$ cat src/include/fcs_cfg.svh
// constants of the loop clock mode selector: offsets, fields, resets, counts
`ifndef FCS_CFG_SVH
`define FCS_CFG_SVH
// register byte offsets
`define FCS_OFS_CTRL1 8'h00
`define FCS_OFS_CTRL2 8'h04
`define FCS_OFS_TRIM 8'h08
`define FCS_OFS_STATUS 8'h0C
// status register field positions
`define FCS_ST_MODE_HI 3
`define FCS_ST_MODE_LO 2
`define FCS_ST_OSC_RDY 1
`define FCS_ST_FINE_TRIM 0
// reset values
`define FCS_CTRL1_RST 8'h04
`define FCS_CTRL2_RST 8'h40
// clock select codes
`define FCS_SEL_LOOP 2'h0
`define FCS_SEL_INT 2'h1
`define FCS_SEL_EXT 2'h2
`define FCS_SEL_RSVD 2'h3
// counts
`define FCS_SETTLE_TICKS 4
`define FCS_OSC_INIT_TICKS 4096
`define FCS_RELOCK_TICKS 4
`define FCS_LOOP_MULT 10'h200
`define FCS_FFE_MARGIN 3'h2
`endif

$ cat src/include/fcs_pkg.sv
// types of the loop clock mode selector
package fcs_pkg;
  // first control word
  typedef struct packed {
    logic [1:0] clock_select;
    logic [2:0] ref_divider;
    logic int_ref_select;
    logic int_ref_out_en;
    logic int_ref_stop_en;
  } fcs_ctrl1_t;
  // second control word
  typedef struct packed {
    logic [1:0] bus_divider;
    logic freq_range;
    logic high_gain;
    logic low_power_sel;
    logic osc_request;
    logic ext_ref_out_en;
    logic ext_ref_stop_en;
  } fcs_ctrl2_t;
  // latched bus address phase
  typedef struct packed {
    logic valid;
    logic write;
    logic [7:0] addr;
  } fcs_aphase_t;
  // clock switch states
  typedef enum logic {SW_STEADY, SW_SETTLE} fcs_sw_state_t;
endpackage : fcs_pkg

$ cat src/verilog/fcs_top.sv
// loop clock mode selector: registers, mode logic and clock gating
`timescale 1ns/100ps
`default_nettype none
`include "fcs_cfg.svh"
module fcs_top import fcs_pkg::*; #(
  parameter int SETTLE_TICKS = `FCS_SETTLE_TICKS,
  parameter int OSC_INIT_TICKS = `FCS_OSC_INIT_TICKS,
  parameter int RELOCK_TICKS = `FCS_RELOCK_TICKS
) (
  // clock and reset
  input wire logic clk,
  input wire logic resetn,
  // ahb-lite slave
  input wire logic hsel,
  input wire logic [31:0] haddr,
  input wire logic [1:0] htrans,
  input wire logic hwrite,
  input wire logic [2:0] hsize,
  input wire logic [31:0] hwdata,
  input wire logic hready,
  output logic hreadyout,
  output logic hresp,
  output logic [31:0] hrdata,
  // source clock ticks from the analog side
  input wire logic int_ref_tick,
  input wire logic ext_ref_tick,
  input wire logic loop_tick,
  // chip state
  input wire logic stop_mode,
  input wire logic debug_mode_active,
  // clock outputs, one-cycle ticks; fixed_freq_valid is a level
  output logic main_clk_out,
  output logic debug_clk_out,
  output logic int_ref_clk_out,
  output logic ext_ref_clk_out,
  output logic fixed_freq_clk,
  output logic fixed_freq_valid,
  // loop and oscillator control
  output logic loop_enable,
  output logic loop_ref_tick,
  output logic [9:0] loop_multiplier,
  output logic loop_locking,
  output logic osc_enable,
  output logic [8:0] int_ref_trim
);
  generate
    if (OSC_INIT_TICKS < 1 || OSC_INIT_TICKS > 65535 ||
        RELOCK_TICKS < 1 || RELOCK_TICKS > 255) begin : g_bad
      $error("fcs_top: count parameter out of range");
    end
  endgenerate

  fcs_ctrl1_t ctrl1;
  fcs_ctrl2_t ctrl2;
  logic [7:0] coarse_trim;
  logic fine_trim;
  logic osc_ready_flag;
  fcs_aphase_t aph;
  logic rd_wait;
  logic [1:0] act_sel;
  logic sel_tick;

  // ---------------------------------------------------------------
  // bus slave: writes take no wait, reads one wait state
  // ---------------------------------------------------------------
  wire logic ap_take = hsel && hready && htrans[1];
  wire logic wr_now = aph.valid && aph.write;
  wire logic rd_now = aph.valid && !aph.write;
  wire logic hit_ctrl1 = aph.addr == `FCS_OFS_CTRL1;
  wire logic hit_ctrl2 = aph.addr == `FCS_OFS_CTRL2;
  wire logic hit_trim = aph.addr == `FCS_OFS_TRIM;
  wire logic hit_status = aph.addr == `FCS_OFS_STATUS;

  // address phase capture; the word offset keeps only byte address bits
  always_ff @(posedge clk or negedge resetn) begin
    if (!resetn) begin
      aph <= '0;
    end else if (hready) begin
      aph <= '{valid: ap_take, write: hwrite, addr: haddr[7:0]};
    end
  end

  // status word built from live state
  wire logic [1:0] clk_mode_status = act_sel;
  logic [7:0] status_word;
  always_comb begin
    status_word = 8'h00;
    status_word[`FCS_ST_MODE_HI:`FCS_ST_MODE_LO] = clk_mode_status;
    status_word[`FCS_ST_OSC_RDY] = osc_ready_flag;
    status_word[`FCS_ST_FINE_TRIM] = fine_trim;
  end

  // read selection, unmapped offsets read as zero
  wire logic [7:0] rd_mux = hit_ctrl1 ? ctrl1 :
                            hit_ctrl2 ? ctrl2 :
                            hit_trim ? coarse_trim :
                            hit_status ? status_word : 8'h00;

  // first read data cycle stalls while the word is registered
  always_ff @(posedge clk or negedge resetn) begin
    if (!resetn) begin
      rd_wait <= 1'b0;
      hrdata <= 32'h0000_0000;
    end else begin
      rd_wait <= rd_now && !rd_wait;
      if (rd_now && !rd_wait) begin
        hrdata <= {24'h00_0000, rd_mux};
      end
    end
  end

  assign hreadyout = !(rd_now && !rd_wait);
  assign hresp = 1'b0;

  // control registers; divider writes act on the very next edge
  always_ff @(posedge clk or negedge resetn) begin
    if (!resetn) begin
      ctrl1 <= `FCS_CTRL1_RST;
      ctrl2 <= `FCS_CTRL2_RST;
    end else if (wr_now) begin
      if (hit_ctrl1) ctrl1 <= hwdata[7:0];
      if (hit_ctrl2) ctrl2 <= hwdata[7:0];
    end
  end

  // trim survives every reset, so this process has no reset branch
  always_ff @(posedge clk) begin
    if (wr_now && hit_trim) coarse_trim <= hwdata[7:0];
    if (wr_now && hit_status) begin
      fine_trim <= hwdata[`FCS_ST_FINE_TRIM];
    end
  end

  // larger code, longer period; fine trim is the least step below coarse
  assign int_ref_trim = {coarse_trim, fine_trim};

  // ---------------------------------------------------------------
  // reference path and loop control
  // ---------------------------------------------------------------
  // loop reference never comes from outside while internal is chosen
  wire logic ref_src_tick = ctrl1.int_ref_select ? int_ref_tick :
                                                   ext_ref_tick;
  logic [6:0] ref_cnt;
  wire logic [6:0] ref_mask = 7'((8'h01 << ctrl1.ref_divider) - 8'h01);
  wire logic div_ref_tick = ref_src_tick && ((ref_cnt & ref_mask) == ref_mask);

  // reference divider counts source ticks, 1 to 128
  always_ff @(posedge clk or negedge resetn) begin
    if (!resetn) begin
      ref_cnt <= 7'h00;
    end else if (ref_src_tick) begin
      ref_cnt <= ref_cnt + 7'h01;
    end
  end

  // low power only bites in bypass and only while debug is idle
  wire logic lp_bypass = ctrl2.low_power_sel && !debug_mode_active;
  wire logic engaged = act_sel == `FCS_SEL_LOOP;
  wire logic next_loop_en = !stop_mode && (engaged || !lp_bypass);

  // relock count restarts on each change of reference choice
  logic int_ref_select_prev;
  logic [7:0] relock_cnt;
  always_ff @(posedge clk or negedge resetn) begin
    if (!resetn) begin
      int_ref_select_prev <= 1'b1;
      relock_cnt <= 8'h00;
    end else begin
      int_ref_select_prev <= ctrl1.int_ref_select;
      if (int_ref_select_prev != ctrl1.int_ref_select) begin
        relock_cnt <= 8'(RELOCK_TICKS);
      end else if (div_ref_tick && relock_cnt != 8'h00) begin
        relock_cnt <= relock_cnt - 8'h01;
      end
    end
  end

  // ---------------------------------------------------------------
  // oscillator start-up and ready flag
  // ---------------------------------------------------------------
  wire logic ext_in_use = (act_sel == `FCS_SEL_EXT) ||
                          (engaged && !ctrl1.int_ref_select);
  wire logic osc_want = ctrl2.osc_request &&
                        (ctrl2.ext_ref_out_en || ext_in_use);
  logic ext_en_prev;
  logic [15:0] osc_cnt;
  wire logic osc_done = osc_want && ext_ref_tick &&
                        (osc_cnt == 16'(OSC_INIT_TICKS - 1));
  // clear only on the two enabling bits going away
  wire logic osc_clear = !ctrl2.osc_request ||
                         (ext_en_prev && !ctrl2.ext_ref_out_en);

  // start-up count runs on oscillator ticks while it is wanted
  always_ff @(posedge clk or negedge resetn) begin
    if (!resetn) begin
      osc_cnt <= 16'h0000;
      ext_en_prev <= 1'b0;
    end else begin
      ext_en_prev <= ctrl2.ext_ref_out_en;
      if (!osc_want || osc_ready_flag) begin
        osc_cnt <= 16'h0000;
      end else if (ext_ref_tick) begin
        osc_cnt <= osc_cnt + 16'h0001;
      end
    end
  end

  // a set in the clearing cycle wins
  always_ff @(posedge clk or negedge resetn) begin
    if (!resetn) begin
      osc_ready_flag <= 1'b0;
    end else if (osc_done) begin
      osc_ready_flag <= 1'b1;
    end else if (osc_clear) begin
      osc_ready_flag <= 1'b0;
    end
  end

  // ---------------------------------------------------------------
  // clock selection and bus divider
  // ---------------------------------------------------------------
  wire logic loop_run_tick = loop_tick && next_loop_en;

  fcs_clk_switch #(
    .SETTLE(SETTLE_TICKS)
  ) u_switch (
    .clk(clk),
    .resetn(resetn),
    .src_tick({ext_ref_tick, int_ref_tick, loop_run_tick}),
    .req_sel(ctrl1.clock_select),
    .act_sel(act_sel),
    .out_tick(sel_tick)
  );

  logic [2:0] bus_cnt;
  wire logic [2:0] bus_mask = 3'((4'h1 << ctrl2.bus_divider) - 4'h1);
  // mask is recomputed each cycle, no resync of the new ratio
  wire logic bus_tick = sel_tick &&
                        ((bus_cnt & bus_mask) == bus_mask);

  always_ff @(posedge clk or negedge resetn) begin
    if (!resetn) begin
      bus_cnt <= 3'h0;
    end else if (sel_tick) begin
      bus_cnt <= bus_cnt + 3'h1;
    end
  end

  // fixed clock valid when main clock is at least four times it
  wire logic [2:0] ffe_floor = {1'b0, ctrl2.bus_divider} + `FCS_FFE_MARGIN;
  wire logic next_ffe = engaged ||
                        (ctrl1.ref_divider >= ffe_floor);

  // ---------------------------------------------------------------
  // registered outputs; clock ticks and loop gated in stop, reference clocks only without their stop enable
  // ---------------------------------------------------------------
  always_ff @(posedge clk or negedge resetn) begin
    if (!resetn) begin
      main_clk_out <= 1'b0;
      debug_clk_out <= 1'b0;
      int_ref_clk_out <= 1'b0;
      ext_ref_clk_out <= 1'b0;
      fixed_freq_clk <= 1'b0;
      fixed_freq_valid <= 1'b1;
      loop_enable <= 1'b1;
      loop_ref_tick <= 1'b0;
      loop_locking <= 1'b0;
      osc_enable <= 1'b0;
    end else begin
      main_clk_out <= bus_tick && !stop_mode;
      // debug clock exists only while the loop runs
      debug_clk_out <= loop_run_tick;
      int_ref_clk_out <= int_ref_tick && ctrl1.int_ref_out_en &&
        (!stop_mode || ctrl1.int_ref_stop_en);
      ext_ref_clk_out <= ext_ref_tick && ctrl2.ext_ref_out_en &&
        (!stop_mode || ctrl2.ext_ref_stop_en);
      fixed_freq_clk <= div_ref_tick && !stop_mode;
      fixed_freq_valid <= next_ffe;
      loop_enable <= next_loop_en;
      loop_ref_tick <= div_ref_tick && next_loop_en;
      loop_locking <= relock_cnt != 8'h00;
      osc_enable <= osc_want;
    end
  end

  // the loop is told its ratio; the analog side does the locking
  assign loop_multiplier = `FCS_LOOP_MULT;
endmodule : fcs_top
`default_nettype wire

$ cat src/verilog/fcs_clk_switch.sv
// glitch-free switch between loop, internal and external clock ticks
`timescale 1ns/100ps
`default_nettype none
`include "fcs_cfg.svh"
module fcs_clk_switch import fcs_pkg::*; #(
  parameter int SETTLE = `FCS_SETTLE_TICKS
) (
  // clock and reset
  input wire logic clk,
  input wire logic resetn,
  // candidate clock ticks, index is the select code
  input wire logic [2:0] src_tick,
  // requested and applied selection
  input wire logic [1:0] req_sel,
  output logic [1:0] act_sel,
  output logic out_tick
);
  generate
    if (SETTLE < 1 || SETTLE > 255) begin : g_bad
      $error("fcs_clk_switch: SETTLE out of range");
    end
  endgenerate

  fcs_sw_state_t state;
  logic [1:0] pend_sel;
  logic [7:0] settle_cnt;

  // reserved code is never taken up; the old clock keeps running
  wire logic new_req = (req_sel != pend_sel) && (req_sel != `FCS_SEL_RSVD);
  wire logic pend_tick = src_tick[pend_sel];
  wire logic settled = pend_tick && (settle_cnt == 8'(SETTLE - 1));

  // hand over only after whole cycles of the new clock were seen
  always_ff @(posedge clk or negedge resetn) begin
    if (!resetn) begin
      state <= SW_STEADY;
      pend_sel <= `FCS_SEL_LOOP;
      act_sel <= `FCS_SEL_LOOP;
      settle_cnt <= 8'h00;
    end else begin
      case (state)
        SW_STEADY: begin
          if (new_req && req_sel != act_sel) begin
            pend_sel <= req_sel;
            settle_cnt <= 8'h00;
            state <= SW_SETTLE;
          end else if (new_req) begin
            pend_sel <= req_sel;
          end
        end
        SW_SETTLE: begin
          if (new_req) begin
            pend_sel <= req_sel;
            settle_cnt <= 8'h00;
            state <= (req_sel == act_sel) ? SW_STEADY : SW_SETTLE;
          end else if (settled) begin
            act_sel <= pend_sel;
            state <= SW_STEADY;
          end else if (pend_tick) begin
            settle_cnt <= settle_cnt + 8'h01;
          end
        end
        default: state <= SW_STEADY;
      endcase
    end
  end

  // ticks are atomic, so a change of act_sel never splits a pulse
  assign out_tick = (act_sel == `FCS_SEL_RSVD) ? 1'b0 : src_tick[act_sel];
endmodule : fcs_clk_switch
`default_nettype wire

$ cat config.mk
export PLATFORM = sky130hd
export DESIGN_NAME = fcs_top
export DESIGN_NICKNAME = d
export VERILOG_FILES = /design/src/include/fcs_pkg.sv /design/src/verilog/fcs_top.sv /design/src/verilog/fcs_clk_switch.sv
export VERILOG_INCLUDE_DIRS = /design/src /design/src/include
export SDC_FILE = /design/constraint.sdc
export NUM_CORES = 1
export LEC_CHECK = 0
export ABC_AREA = 1
export BUFFER_PORTS_ARGS = -buffer_cell sky130_fd_sc_hd__clkbuf_2
export CAP_MARGIN = 25
export CORE_MARGIN = 3
export CORE_UTILIZATION = 57
export CTS_CLUSTER_DIAMETER = 200
export DETAILED_ROUTE_END_ITERATION = 7
export GPL_ROUTABILITY_DRIVEN = 1
export PLACE_DENSITY = 0.86
export SYNTH_ARGS = -nofsm -noshare
export SYNTH_HDL_FRONTEND = slang
export SYNTH_SLANG_ARGS = --single-unit
$ cat constraint.sdc
create_clock -name clk -period 3.1 [get_ports clk]
set_input_delay 0.31 -clock clk [delete_from_list [all_inputs] [get_ports clk]]
set_output_delay 0.31 -clock clk [all_outputs]
set_load 0.02 [all_outputs]
==> results of run 1 <==
## how the worst max path moves through the flow
| stage | start | to | slack, ns |
|---|---|---|---|
| after floorplan | aph[6] | coarse_trim[0] | 1.30 |
| after global placement | aph[0] | coarse_trim[1] | 1.08 |
| after detailed placement | aph[1] | coarse_trim[2] | 1.00 |
| after CTS | aph[8] | hreadyout | 0.77 |
| after global routing | aph[8] | hreadyout | 0.61 |
| final | aph[8] | hreadyout | 0.79 |
## cell families (layout without fill, tap and decap cells)
family	after synthesis	in the layout
AOI/OAI and AO/OA	82	82
and+or+nand+nor	270	270
adders and majority gates	8	8
other	2	35
xor gates and xnor gates	22	22
DFF	104	104
buffers and inverters	112	141
muxes	2	2
## repair_timing
item | 4_1_cts | 5_1_grt
endpoints found under the hold margin | 46 | 0
buffers inserted | 0 | 0
setup endpoints to repair | 0 | 0
hold buffers | 1 | 0
## area by class of cell
cell class / instances / area (µm²) / share of cell area, %
Clock buffer: 10 / 138 / 2.42
Clock inverter: 6 / 57.6 / 1.01
Inverter: 68 / 255 / 4.49
Multi-Input combinational cell: 419 / 2150 / 37.8
Sequential cell: 104 / 2650 / 46.7
Tap cell: 108 / 135 / 2.38
Timing Repair Buffer: 57 / 298 / 5.24
## worst max-delay path, cell delays in order (launching register included)
cell,delay (ns)
dfrtp_1,0.40
nor3_1,0.58
inv_1,0.38
clkbuf_2,0.25
## metrics by stage
step | util [%] | hold slack (ns)
after floorplan | - | 0.0144
after global placement | 62.0 | 0.354
after detailed placement | 62.0 | 0.362
after CTS | 64.3 | 0.117
after global routing | 64.3 | 0.116
final | 64.3 | 0.128
## power by group through the flow
stage | clock network (mW) | logic (mW) | registers (mW)
finish | 0.822 | 1.10 | 1.85
global route | 0.897 | 1.26 | 1.89
detailed placement | 0 | 1.10 | 1.87
CTS | 0.834 | 1.11 | 1.85
global placement | 0 | 1.02 | 1.86
floorplan | 0 | 0.843 | 1.86
## synth_stat cells (3+ instances only)
| library cell | number | area, µm² |
|---|---|---|
| edfxtp_1 | 9 | 270 |
| a21oi_1 | 26 | 130 |
| xnor2_1 | 7 | 61.3 |
| dfstp_2 | 5 | 131 |
| buf_4 | 37 | 278 |
| o21ai_0 | 41 | 205 |
| nand2_2 | 4 | 25.0 |
| ha_1 | 8 | 100 |
| nand4_1 | 4 | 25.0 |
| nor2_4 | 3 | 33.8 |
| clkbuf_1 | 4 | 15.0 |
| nor2_1 | 43 | 161 |
| dfrtp_1 | 90 | 2250 |
| nand2_1 | 138 | 518 |
| nand3_1 | 52 | 260 |
| nor3_1 | 11 | 55.1 |
| inv_1 | 67 | 251 |
| o21bai_1 | 4 | 30.0 |
| xor2_1 | 14 | 123 |
## per-layer routing
layer / vias to the layer above / track usage (%) / wire (µm)
met2: 150 / 35.6 / 5150
li1: 1982 / - / -
met4: 0 / 7.67 / 212
met3: 24 / 4.51 / 603
met5: - / 0 / 0
met1: 1975 / 27.0 / 4350
## registers in the layout, summed over array words and instances, names as in the netlist, 2 cells and up, named ones only
| name | count |
|---|---|
| ctrl1 | 8 |
| u_switch.settle_cnt | 8 |
| u_switch.act_sel | 2 |
| relock_cnt | 8 |
| aph | 10 |
| ref_cnt | 7 |
| coarse_trim | 8 |
| hrdata | 8 |
| ctrl2 | 8 |
| bus_cnt | 3 |
| osc_cnt | 16 |
## cell usage in the layout (no fill, tap or decap), types with 2 or more instances in the layout
cell type and n:
clkbuf_8 10, nand2_1 138, inv_8 2, xnor2_1 7
ha_1 8, dfstp_2 5, nand2_4 2, nor3_2 2
clkinv_4 3, o211ai_1 2, o21ai_0 41, a21oi_1 26
o21bai_1 4, o21ai_1 2, buf_4 3, edfxtp_1 9
nand2_2 4, conb_1 35, nand4_1 4, nand3_1 52
inv_1 67, xor2_1 14, nor3_1 11, and3_1 2
clkbuf_2 53, nor2_4 3, mux2_2 2, dfrtp_1 90
a211oi_1 2, nor2_1 43
==> summary.md, run 1 <==
| Metric | Value |
|---|---|
| Mapped Cells | `602` |
| Worst r2r dst | `coarse_trim[7]` |
| Area added between synthesis and finish | `8.21%` |
| Initial drt markers | `181` |
| CTS tree | `yes` |
| Unique masters post-synth | `45` |
| Hold Path Sink | `fixed_freq_clk` |
| CTS buffer count | `9` |
| PostCTS Resize Cnt | `0` |
| Synth Area in Adders | `1.90%` |
| DIE WIDTH | `102 µm` |
| Yosys reg bits | `104` |
| Cells after DPL | `755` |
| ANT cells | `0` |
| DR WL/cell | `13.4 µm` |
| Crit-path max FO | `13` |
| DRC | `0` |
| Yosys warning count | `0` |
| Reg2reg path depth | `5` |
| Leakage power | `2.96 nW` |
| R2r setup slk | `0.92 ns` |
| Final WL | `10300 µm` |
| XOR/XNOR Fraction of Synth Area | `4.02%` |
| Proportion of synthesized area in mux cells | `0.428%` |
| Die H | `102 µm` |
| Critical Path AT | `2.00 ns` |
| Sum Neg Setup Slack | `0 ns` |
| Mapped Area | `5260 µm²` |
| Vias in the first global route | `4076` |
| RSZ-0062 raised after global routing | `false` |
| Pint | `2.36 mW` |
| Vias | `4131` |
| Number of enable flip-flop cells after synthesis | `9` |
| Initial antenna violation count | `0` |
| Rel. slew slack | `49.4%` |
| Combinational share of power | `29.1%` |
| Placed inst area | `5480 µm²` |
| IO Pins | `142` |
| Cell Pwr Density | `663 nW/µm²` |
| Worst path required time | `2.79 ns` |
| IO Port Bufs | `54` |
| WS Path Type | `register to output pin` |
| Largest net degree at the start of global routing | `51` |
| Final Skew | `0.0166 ns` |
| Slew @ Worst Pin | `0.757 ns` |
| Worst R2R Start | `aph[1]` |
| Synth Area in Simple Gates | `23.6%` |
| Layout cells sized above 1 | `14.8%` |
| Max-slew violation count | `0` |
| Final Critical Period | `2.31 ns` |
| Final setup fails | `0` |
| Antenna-violating nets left | `0` |
| Net Sw Power | `1.41 mW` |
| Post-synth ARST share | `91.3%` |
| Core area | `8850 µm²` |
| Clock buffer depth | `2` |
| Fin cells | `772` |
| Clk_lat worst skew | `0.37 ns` |
| Via density per instance | `5.35` |
| Initial cell density of the core | `59.4%` |
| Largest family of logic cells by synthesized area | `simple AND/OR/NAND/NOR gates` |
| Worst Setup Start Kind | `register` |
| Post-route cell area | `5690 µm²` |
| Global-route wire length before repair | `17600 µm` |
| Clock power share | `21.8%` |
| Main synth FF type | `dfrtp_1` |
| Worst hold start | `stop_mode` |
| Grt total ovfl | `0` |
| Clk pin slew, worst setup/hold paths | `0.11 ns` |
| H-tree depth | `3` |
| Fill cells | `701` |
| Max Cap Viol | `0` |
| Complex-gate fraction of the synthesized area | `8.50%` |
| Hold path depth | `2` |
| Syn_area_per_cell | `8.73 µm²` |
| Critical path capture point type | `output pin` |
| Pre-CTS WS | `1.00 ns` |
| HP Class | `primary input to register` |
| Die area | `10400 µm²` |
| F_max | `433 MHz` |
| Register area share after synthesis | `50.5%` |
| Rows | `34` |
| Tot GR Track Use | `21.1%` |
| CTS root buf | `clkbuf_8` |
| DP HPWL | `7810 µm` |
| Total power | `3.77 mW` |
| Clk sink count | `104` |
| Routability cong. | `0.869` |
| Final setup margin | `0.792 ns` |
| Status | `finished clean` |
| Final period util | `74.5%` |
| Worst VDD drop | `410 µV` |
| Final hold violations | `0` |
| Flop pwr share | `49.1%` |
| Drt first pass iters | `5` |
| Sw Ratio | `37.5%` |
| Fin nets | `746` |
Power figures use the tool's default switching activity.
==> inputs of run 2 (changes only) <==
- CORE_UTILIZATION: 57 -> 53
- PLACE_DENSITY: 0.86 -> 0.8
- clock period: 3.1 -> 2.3 ns (I/O delays scaled with it)
==> run 2 against run 1 <==
Hold slack got worse by 0.068 ns. Combinational power rose by 35%. Register-to-register slack got worse by 0.50 ns. Count of clock-buffer cells in the layout up 2. Critical path depth increased by 9. Clock power is 45% higher. Power up 37%. First-iteration DRC count is 50% higher. Flip-flop and latch count unchanged. Utilization down 3.3 points. Sequential share of layout area shrank 0.64 points. Via count decreased by 2.2%. Largest cell class unchanged.
==> summary.md, run 2 (synthesized netlist as in run 1, its figures left out) <==
| Metric | Value |
|---|---|
| Status | `finished clean` |
| CP peak stage delay | `0.46 ns (-0.12 ns)` |
| CTS tree | `yes` |
| Sum Neg Setup Slack | `0 ns (unchanged)` |
| Antenna-violating nets left | `0 (unchanged)` |
| DRC | `0 (unchanged)` |
| Routability cong. | `0.852 (-2.0%)` |
| Worst path required time | `2.55 ns (-0.24 ns)` |
| Leakage power | `2.99 nW (+1.0%)` |
| Slew @ Worst Pin | `0.621 ns (-0.136 ns)` |
| Commonest non-fill, non-tap cell in the layout | `nand2_1` |
| Global-route wire length before repair | `17700 µm (+0.82%)` |
| CTS root buf | `clkbuf_8` |
| Met2 Use GR | `33.2% (-2.4 points)` |
| Grt total ovfl | `0 (unchanged)` |
| Clock buffer depth | `2 (unchanged)` |
| Fin nets | `750 (+0.54%)` |
| Layout cells sized above 1 | `14.8% (+0.061 points)` |
| Clk_lat worst skew | `0.36 ns (about the same)` |
| Top reg by flops | `osc_cnt` |
| Cell Pwr Density | `897 nW/µm² (+35%)` |
| Most common cell type on the critical path | `nand2_1` |
| Tot GR Track Use | `19.5% (-1.6 points)` |
| Critical Path AT | `2.13 ns (+0.13 ns)` |
| H-tree depth | `3 (unchanged)` |
| Final hold violations | `0 (unchanged)` |
| Initial antenna violation count | `0 (unchanged)` |
| Final WL | `10300 µm (+0.27%)` |
| Area added between synthesis and finish | `9.71%` |
| DR WL/cell | `13.0 µm (-2.9%)` |
| Max Cap Viol | `0 (unchanged)` |
| IO Port Bufs | `54 (unchanged)` |
| Critical-path top delay cell | `dfrtp_1` |
| Met3 Resource Use GR | `4.16% (-0.34 points)` |
| Worst VDD drop | `447 µV (+9.0%)` |
| Initial cell density of the core | `55.6% (-3.8 points)` |
| GR Layer Usage met1 | `24.8% (-2.1 points)` |
| ANT cells | `0 (unchanged)` |
| Largest delay share family, worst path | `simple AND/OR/NAND/NOR gates` |
| Buf/Inv on CP | `1 (-1)` |
| Drt first pass iters | `5 (unchanged)` |
| Worst Setup Start Kind | `register` |
| Critical path capture point type | `register` |
| HP Class | `primary input to register` |
| Rel. slew slack | `58.3% (+8.9 points)` |
| Initial drt markers | `271 (+50%)` |
| Most frequent cells in the layout | `nand2_1, dfrtp_1, inv_1` |
| Crit-path max FO | `9 (-4)` |
| WS Path Type | `register to register` |
| Fin cells | `797 (+3.2%)` |
| Max-slew violation count | `0 (unchanged)` |
| Final setup fails | `0 (unchanged)` |
| Die area | `11100 µm² (+7.1%)` |
| Gr busiest metal | `met2` |
| Via density per instance | `5.07 (-5.2%)` |
| IO Pins | `142 (unchanged)` |
| Biggest regs | `osc_cnt (16), aph (10)` |
| Final period util | `82.0%` |
| CTS buffer count | `9 (unchanged)` |
| RSZ-0062 raised after global routing | `false` |
| Largest net degree at the start of global routing | `45 (-12%)` |
| Clk pin slew, worst setup/hold paths | `0.09 ns (-0.02 ns)` |
| Final Critical Period | `1.88 ns` |
| DP HPWL | `7690 µm (-1.6%)` |
| Cells after DPL | `780 (+3.3%)` |
| F_max | `531 MHz` |
| DIE WIDTH | `106 µm (+3.5%)` |
| Vias | `4041 (-2.2%)` |
| Rows | `35 (+2.9%)` |
| Max FFs per register | `16 (unchanged)` |
| Vias in the first global route | `3891 (-4.5%)` |
| CP Cell Sequence | `inv_1 -> nand2_1 -> nand2_1 -> nand3_1 -> nand2_1 -> nand2_1 -> nand2_1 -> nand2_1 -> nand2_2 -> nand2_1 -> nand2_1 -> nand2_1` |
| Core area | `9460 µm² (+6.9%)` |
| Final Skew | `0.00836 ns (-0.00824 ns)` |
| Clk sink count | `104 (unchanged)` |
| Die H | `106 µm (+3.5%)` |
==> run 2: cell count changes in the layout (fill, tap and decap cells not counted), sizes merged <==
cell	previous run	this run
bufinv	0	2
buf	3	7
clkinv	4	3
clkbuf	63	65
inv	70	67
==> run 2: cell type report <==
cell class | instances | area [µm²]
Sequential cell | 104 | 2650
Fill cell | 844 | 3690
Inverter | 68 | 255
Timing Repair Buffer | 61 | 340
Tap cell | 129 | 161
Multi-Input combinational cell | 419 | 2150
Clock buffer | 12 | 135
Clock inverter | 4 | 70.1
==> run 2: path summary, 6_finish.rpt <==
path,slack (ns),startpoint,end,depth (start not counted)
setup / recovery,0.42,u_switch.act_sel[0],u_switch.settle_cnt[3],12
hold / removal,0.06,hwdata[2],coarse_trim[2],1
setup reg to reg,0.42,u_switch.act_sel[0],u_switch.settle_cnt[3],12
hold reg to reg,0.46,ctrl2[1],ext_en_prev,0
max in group asynchronous,1.17,resetn,loop_enable,3
min in group asynchronous,0.40,resetn,relock_cnt[1],2
==> run 2: power breakdown <==
part / switching (mW) / total, mW / internal, mW
combinational: 0.948 / 1.48 / 0.534
sequential: 0.303 / 2.50 / 2.20
clock: 0.577 / 1.19 / 0.612
total: 1.83 / 5.17 / 3.34
==> run 2: timing repair <==
| item | CTS | global route |
|---|---|---|
| setup endpoints to repair | 0 | 0 |
| endpoints found under the hold margin | 40 | 0 |
| resized for setup | 0 | 0 |
| hold buffers | 1 | 0 |
| setup buffers | 0 | 0 |
==> run 2: metrics by stage <==
| stage | instance area (µm²) | util [%] | setup slack (ns) | hold WS, ns | total power [mW] |
|---|---|---|---|---|---|
| after detailed placement | 5550 | 58.7 | 0.432 | 0.264 | 4.01 |
| after global routing | 5770 | 61.0 | 0.261 | 0.0459 | 5.55 |
| after global placement | 5550 | 58.7 | 0.518 | 0.261 | 3.90 |
| after CTS | 5770 | 61.0 | 0.425 | 0.0473 | 5.21 |
| after floorplan | 5380 | - | 0.502 | -0.0656 | 3.64 |
| final | 5770 | 61.0 | 0.415 | 0.0599 | 5.17 |
==> run 2: metal layers <==
metal | vias to the layer above | wire [µm]
li1 | 1996 | -
met1 | 1918 | 4520
met5 | - | 0
met4 | 0 | 193
met2 | 109 | 5120
met3 | 18 | 503
==> inputs of run 3 (changes only) <==
- CORE_UTILIZATION: 53 -> 48
- PLACE_DENSITY: 0.8 -> 0.77
- clock period: 2.3 -> 1.7 ns (I/O delays scaled with it)
==> run 3 against run 2 <==
Non-clock buffer count increased by 44. Clock skew rose by 0.0066 ns. Sequential power grew 34%. Via count is 6.4% higher. First-iteration DRC count is 1.1% higher. Worst setup slack lost 0.34 ns. Final cell count is 6.5% higher. Maximum frequency rose by 16%. Largest cell class unchanged.
==> summary.md, run 3 (synthesized netlist as in run 1, its figures left out) <==
| Metric | Value |
|---|---|
| Initial antenna violation count | `0 (unchanged)` |
| Critical Path AT | `1.87 ns (-0.26 ns)` |
| Largest net degree at the start of global routing | `69 (+53%)` |
| Rows | `37 (+5.7%)` |
| CTS tree | `yes` |
| Antenna-violating nets left | `0 (unchanged)` |
| Combinational share of power | `33.5% (+4.8 points)` |
| Fin nets | `795 (+6.0%)` |
| CTS root buf | `clkbuf_8` |
| Clock power share | `19.9% (-3.1 points)` |
| Tot GR Track Use | `17.7% (-1.7 points)` |
| CP Cell Sequence | `or2_1 -> nor3_4 -> nand3b_1 -> nand3_4 -> nand2_4 -> nand2_1 -> o21ai_0` |
| Initial cell density of the core | `50.0% (-5.6 points)` |
| Leakage power | `3.19 nW (+6.6%)` |
| Sw Ratio | `37.1% (+1.8 points)` |
| Core area | `10500 µm² (+11%)` |
| F_max | `616 MHz (+16%)` |
| Global-route wire length before repair | `18200 µm (+2.3%)` |
| Final WL | `10800 µm (+4.4%)` |
| DRC | `0 (unchanged)` |
| Routability cong. | `0.851 (-0.14%)` |
| Status | `finished clean` |
| Final Skew | `0.0150 ns (+0.00661 ns)` |
| Initial drt markers | `274 (+1.1%)` |
| Cell Pwr Density | `1160 nW/µm² (+30%)` |
| Commonest non-fill, non-tap cell in the layout | `nand2_1` |
| DR WL/cell | `12.7 µm (-2.0%)` |
| Pint | `4.53 mW (+35%)` |
| Crit-path max FO | `7 (-2)` |
| Layout cells sized above 1 | `20.3% (+5.5 points)` |
| Vias in the first global route | `4088 (+5.1%)` |
| Most frequent cells in the layout | `nand2_1, dfrtp_1, inv_1` |
| Worst Setup Start Kind | `register` |
| Flop pwr share | `46.7% (-1.7 points)` |
| Clock buffer depth | `2 (unchanged)` |
| CTS buffer count | `9 (unchanged)` |
| Final hold violations | `0 (unchanged)` |
| DIE WIDTH | `111 µm (+4.8%)` |
| Pre-CTS WS | `0.0377 ns (-0.394 ns)` |
| Vias | `4299 (+6.4%)` |
| Sum Neg Setup Slack | `0 ns (unchanged)` |
| Die area | `12200 µm² (+9.8%)` |
| Hold path depth | `3 (+2)` |
| Biggest regs | `osc_cnt (16), aph (10)` |
| Worst path required time | `1.95 ns (-0.60 ns)` |
| Final Critical Period | `1.62 ns (-0.261 ns)` |
| Clk sink count | `104 (unchanged)` |
| Final setup fails | `0 (unchanged)` |
| Max FFs per register | `16 (unchanged)` |
| H-tree depth | `3 (unchanged)` |
| HP Class | `primary input to register` |
| Final setup margin | `0.0762 ns (-0.339 ns)` |
| Critical path capture point type | `register` |
| Clk_lat worst skew | `0.38 ns (+0.02 ns)` |
| Top reg by flops | `osc_cnt` |
| Area added between synthesis and finish | `17.7%` |
| Reg2reg path depth | `7 (-5)` |
| Critical-path top delay cell | `dfrtp_1` |
| Final period util | `95.5% (+14 points)` |
| Via density per instance | `5.06 (-0.13%)` |
| WS Path Type | `register to register` |
| ANT cells | `0 (unchanged)` |
| Fill cells | `902 (+6.9%)` |
| DP HPWL | `7830 µm (+1.8%)` |
| CP peak stage delay | `0.43 ns (-0.03 ns)` |
| IO Pins | `142 (unchanged)` |
| Max Cap Viol | `0 (unchanged)` |
| Max-slew violation count | `0 (unchanged)` |
| Net Sw Power | `2.68 mW (+46%)` |
| Clk pin slew, worst setup/hold paths | `0.11 ns (+0.02 ns)` |
| Die H | `111 µm (+4.8%)` |
| IO Port Bufs | `54 (unchanged)` |
| Grt total ovfl | `0 (unchanged)` |
| RSZ-0062 raised after global routing | `true` |
| Worst VDD drop | `648 µV (+45%)` |
| Drt first pass iters | `5 (unchanged)` |
==> run 3: cell types whose count changed in the layout (fill, tap and decap cells not counted), moves of 3 or more <==
| cell | change |
|---|---|
| buf_4 | +29 |
| dlygate4sd3_1 | +15 |
| nor2_1 | -4 |
| nor2_2 | +3 |
==> run 3: path summary, 6_finish.rpt <==
kind / start / end / slack (ns)
min: haddr[0] / aph[0] / 0.005
max reg2reg: relock_cnt[2] / relock_cnt[6] / 0.08
min reg2reg: ctrl2[1] / ext_en_prev / 0.46
min in group asynchronous: resetn / relock_cnt[1] / 0.34
max in group asynchronous: resetn / ctrl2[6] / 1.02
max: relock_cnt[2] / relock_cnt[6] / 0.08
==> run 3: worst max-delay path, delay by kind of cell, from the launching register on <==
kind,cells,cell delay [ns]
AOI/OAI and AO/OA,1,0.08
DFF,1,0.43
and+or+nand+nor,6,0.99
==> run 3: power by group through the flow <==
stage               combinational [mW]  clock, mW  sequential, mW
global placement                  2.05          0            3.36
detailed placement                2.15          0            3.39
finish                            2.41       1.43            3.36
floorplan                         1.54          0            3.39
CTS                               2.19       1.48            3.35
global route                      2.71       1.58            3.41
==> run 3: cell type report <==
class / instances / area (µm²) / area share (%)
clock buffer: 10 / 128 / 2.06
timing repair buffer: 105 / 708 / 11.4
inverter: 68 / 259 / 4.19
sequential: 104 / 2660 / 42.9
clock inverter: 6 / 51.3 / 0.829
multi-input combinational: 420 / 2220 / 35.8
tap: 136 / 170 / 2.75
==> run 3: repair_timing <==
action,4_1_cts,5_1_grt
setup endpoints to repair,0,36
hold endpoints to repair,107,0
resized for setup,0,19
setup buffers,0,13
hold buffers,16,0
==> run 3: through the flow <==
step	area (µm²)	hold WS, ns	power (mW)	utilization, %	instances
floorplan	5380	-0.126	4.93	-	635
global placement	5680	0.203	5.41	54.1	803
detailed placement	5680	0.208	5.55	54.1	803
CTS	6020	0.000921	7.02	57.3	835
global route	6190	0.0100	7.70	58.9	849
finish	6190	0.00507	7.20	58.9	849
==> run 3: per-layer routing <==
metal,share of wire (%),global-route usage [%],wire (µm),vias to the layer above
met3,4.8,3.73,520,23
li1,-,-,-,2091
met5,0,0,0,-
met4,2.1,6.57,223,0
met2,50,29.9,5430,121
met1,43,22.5,4620,2064
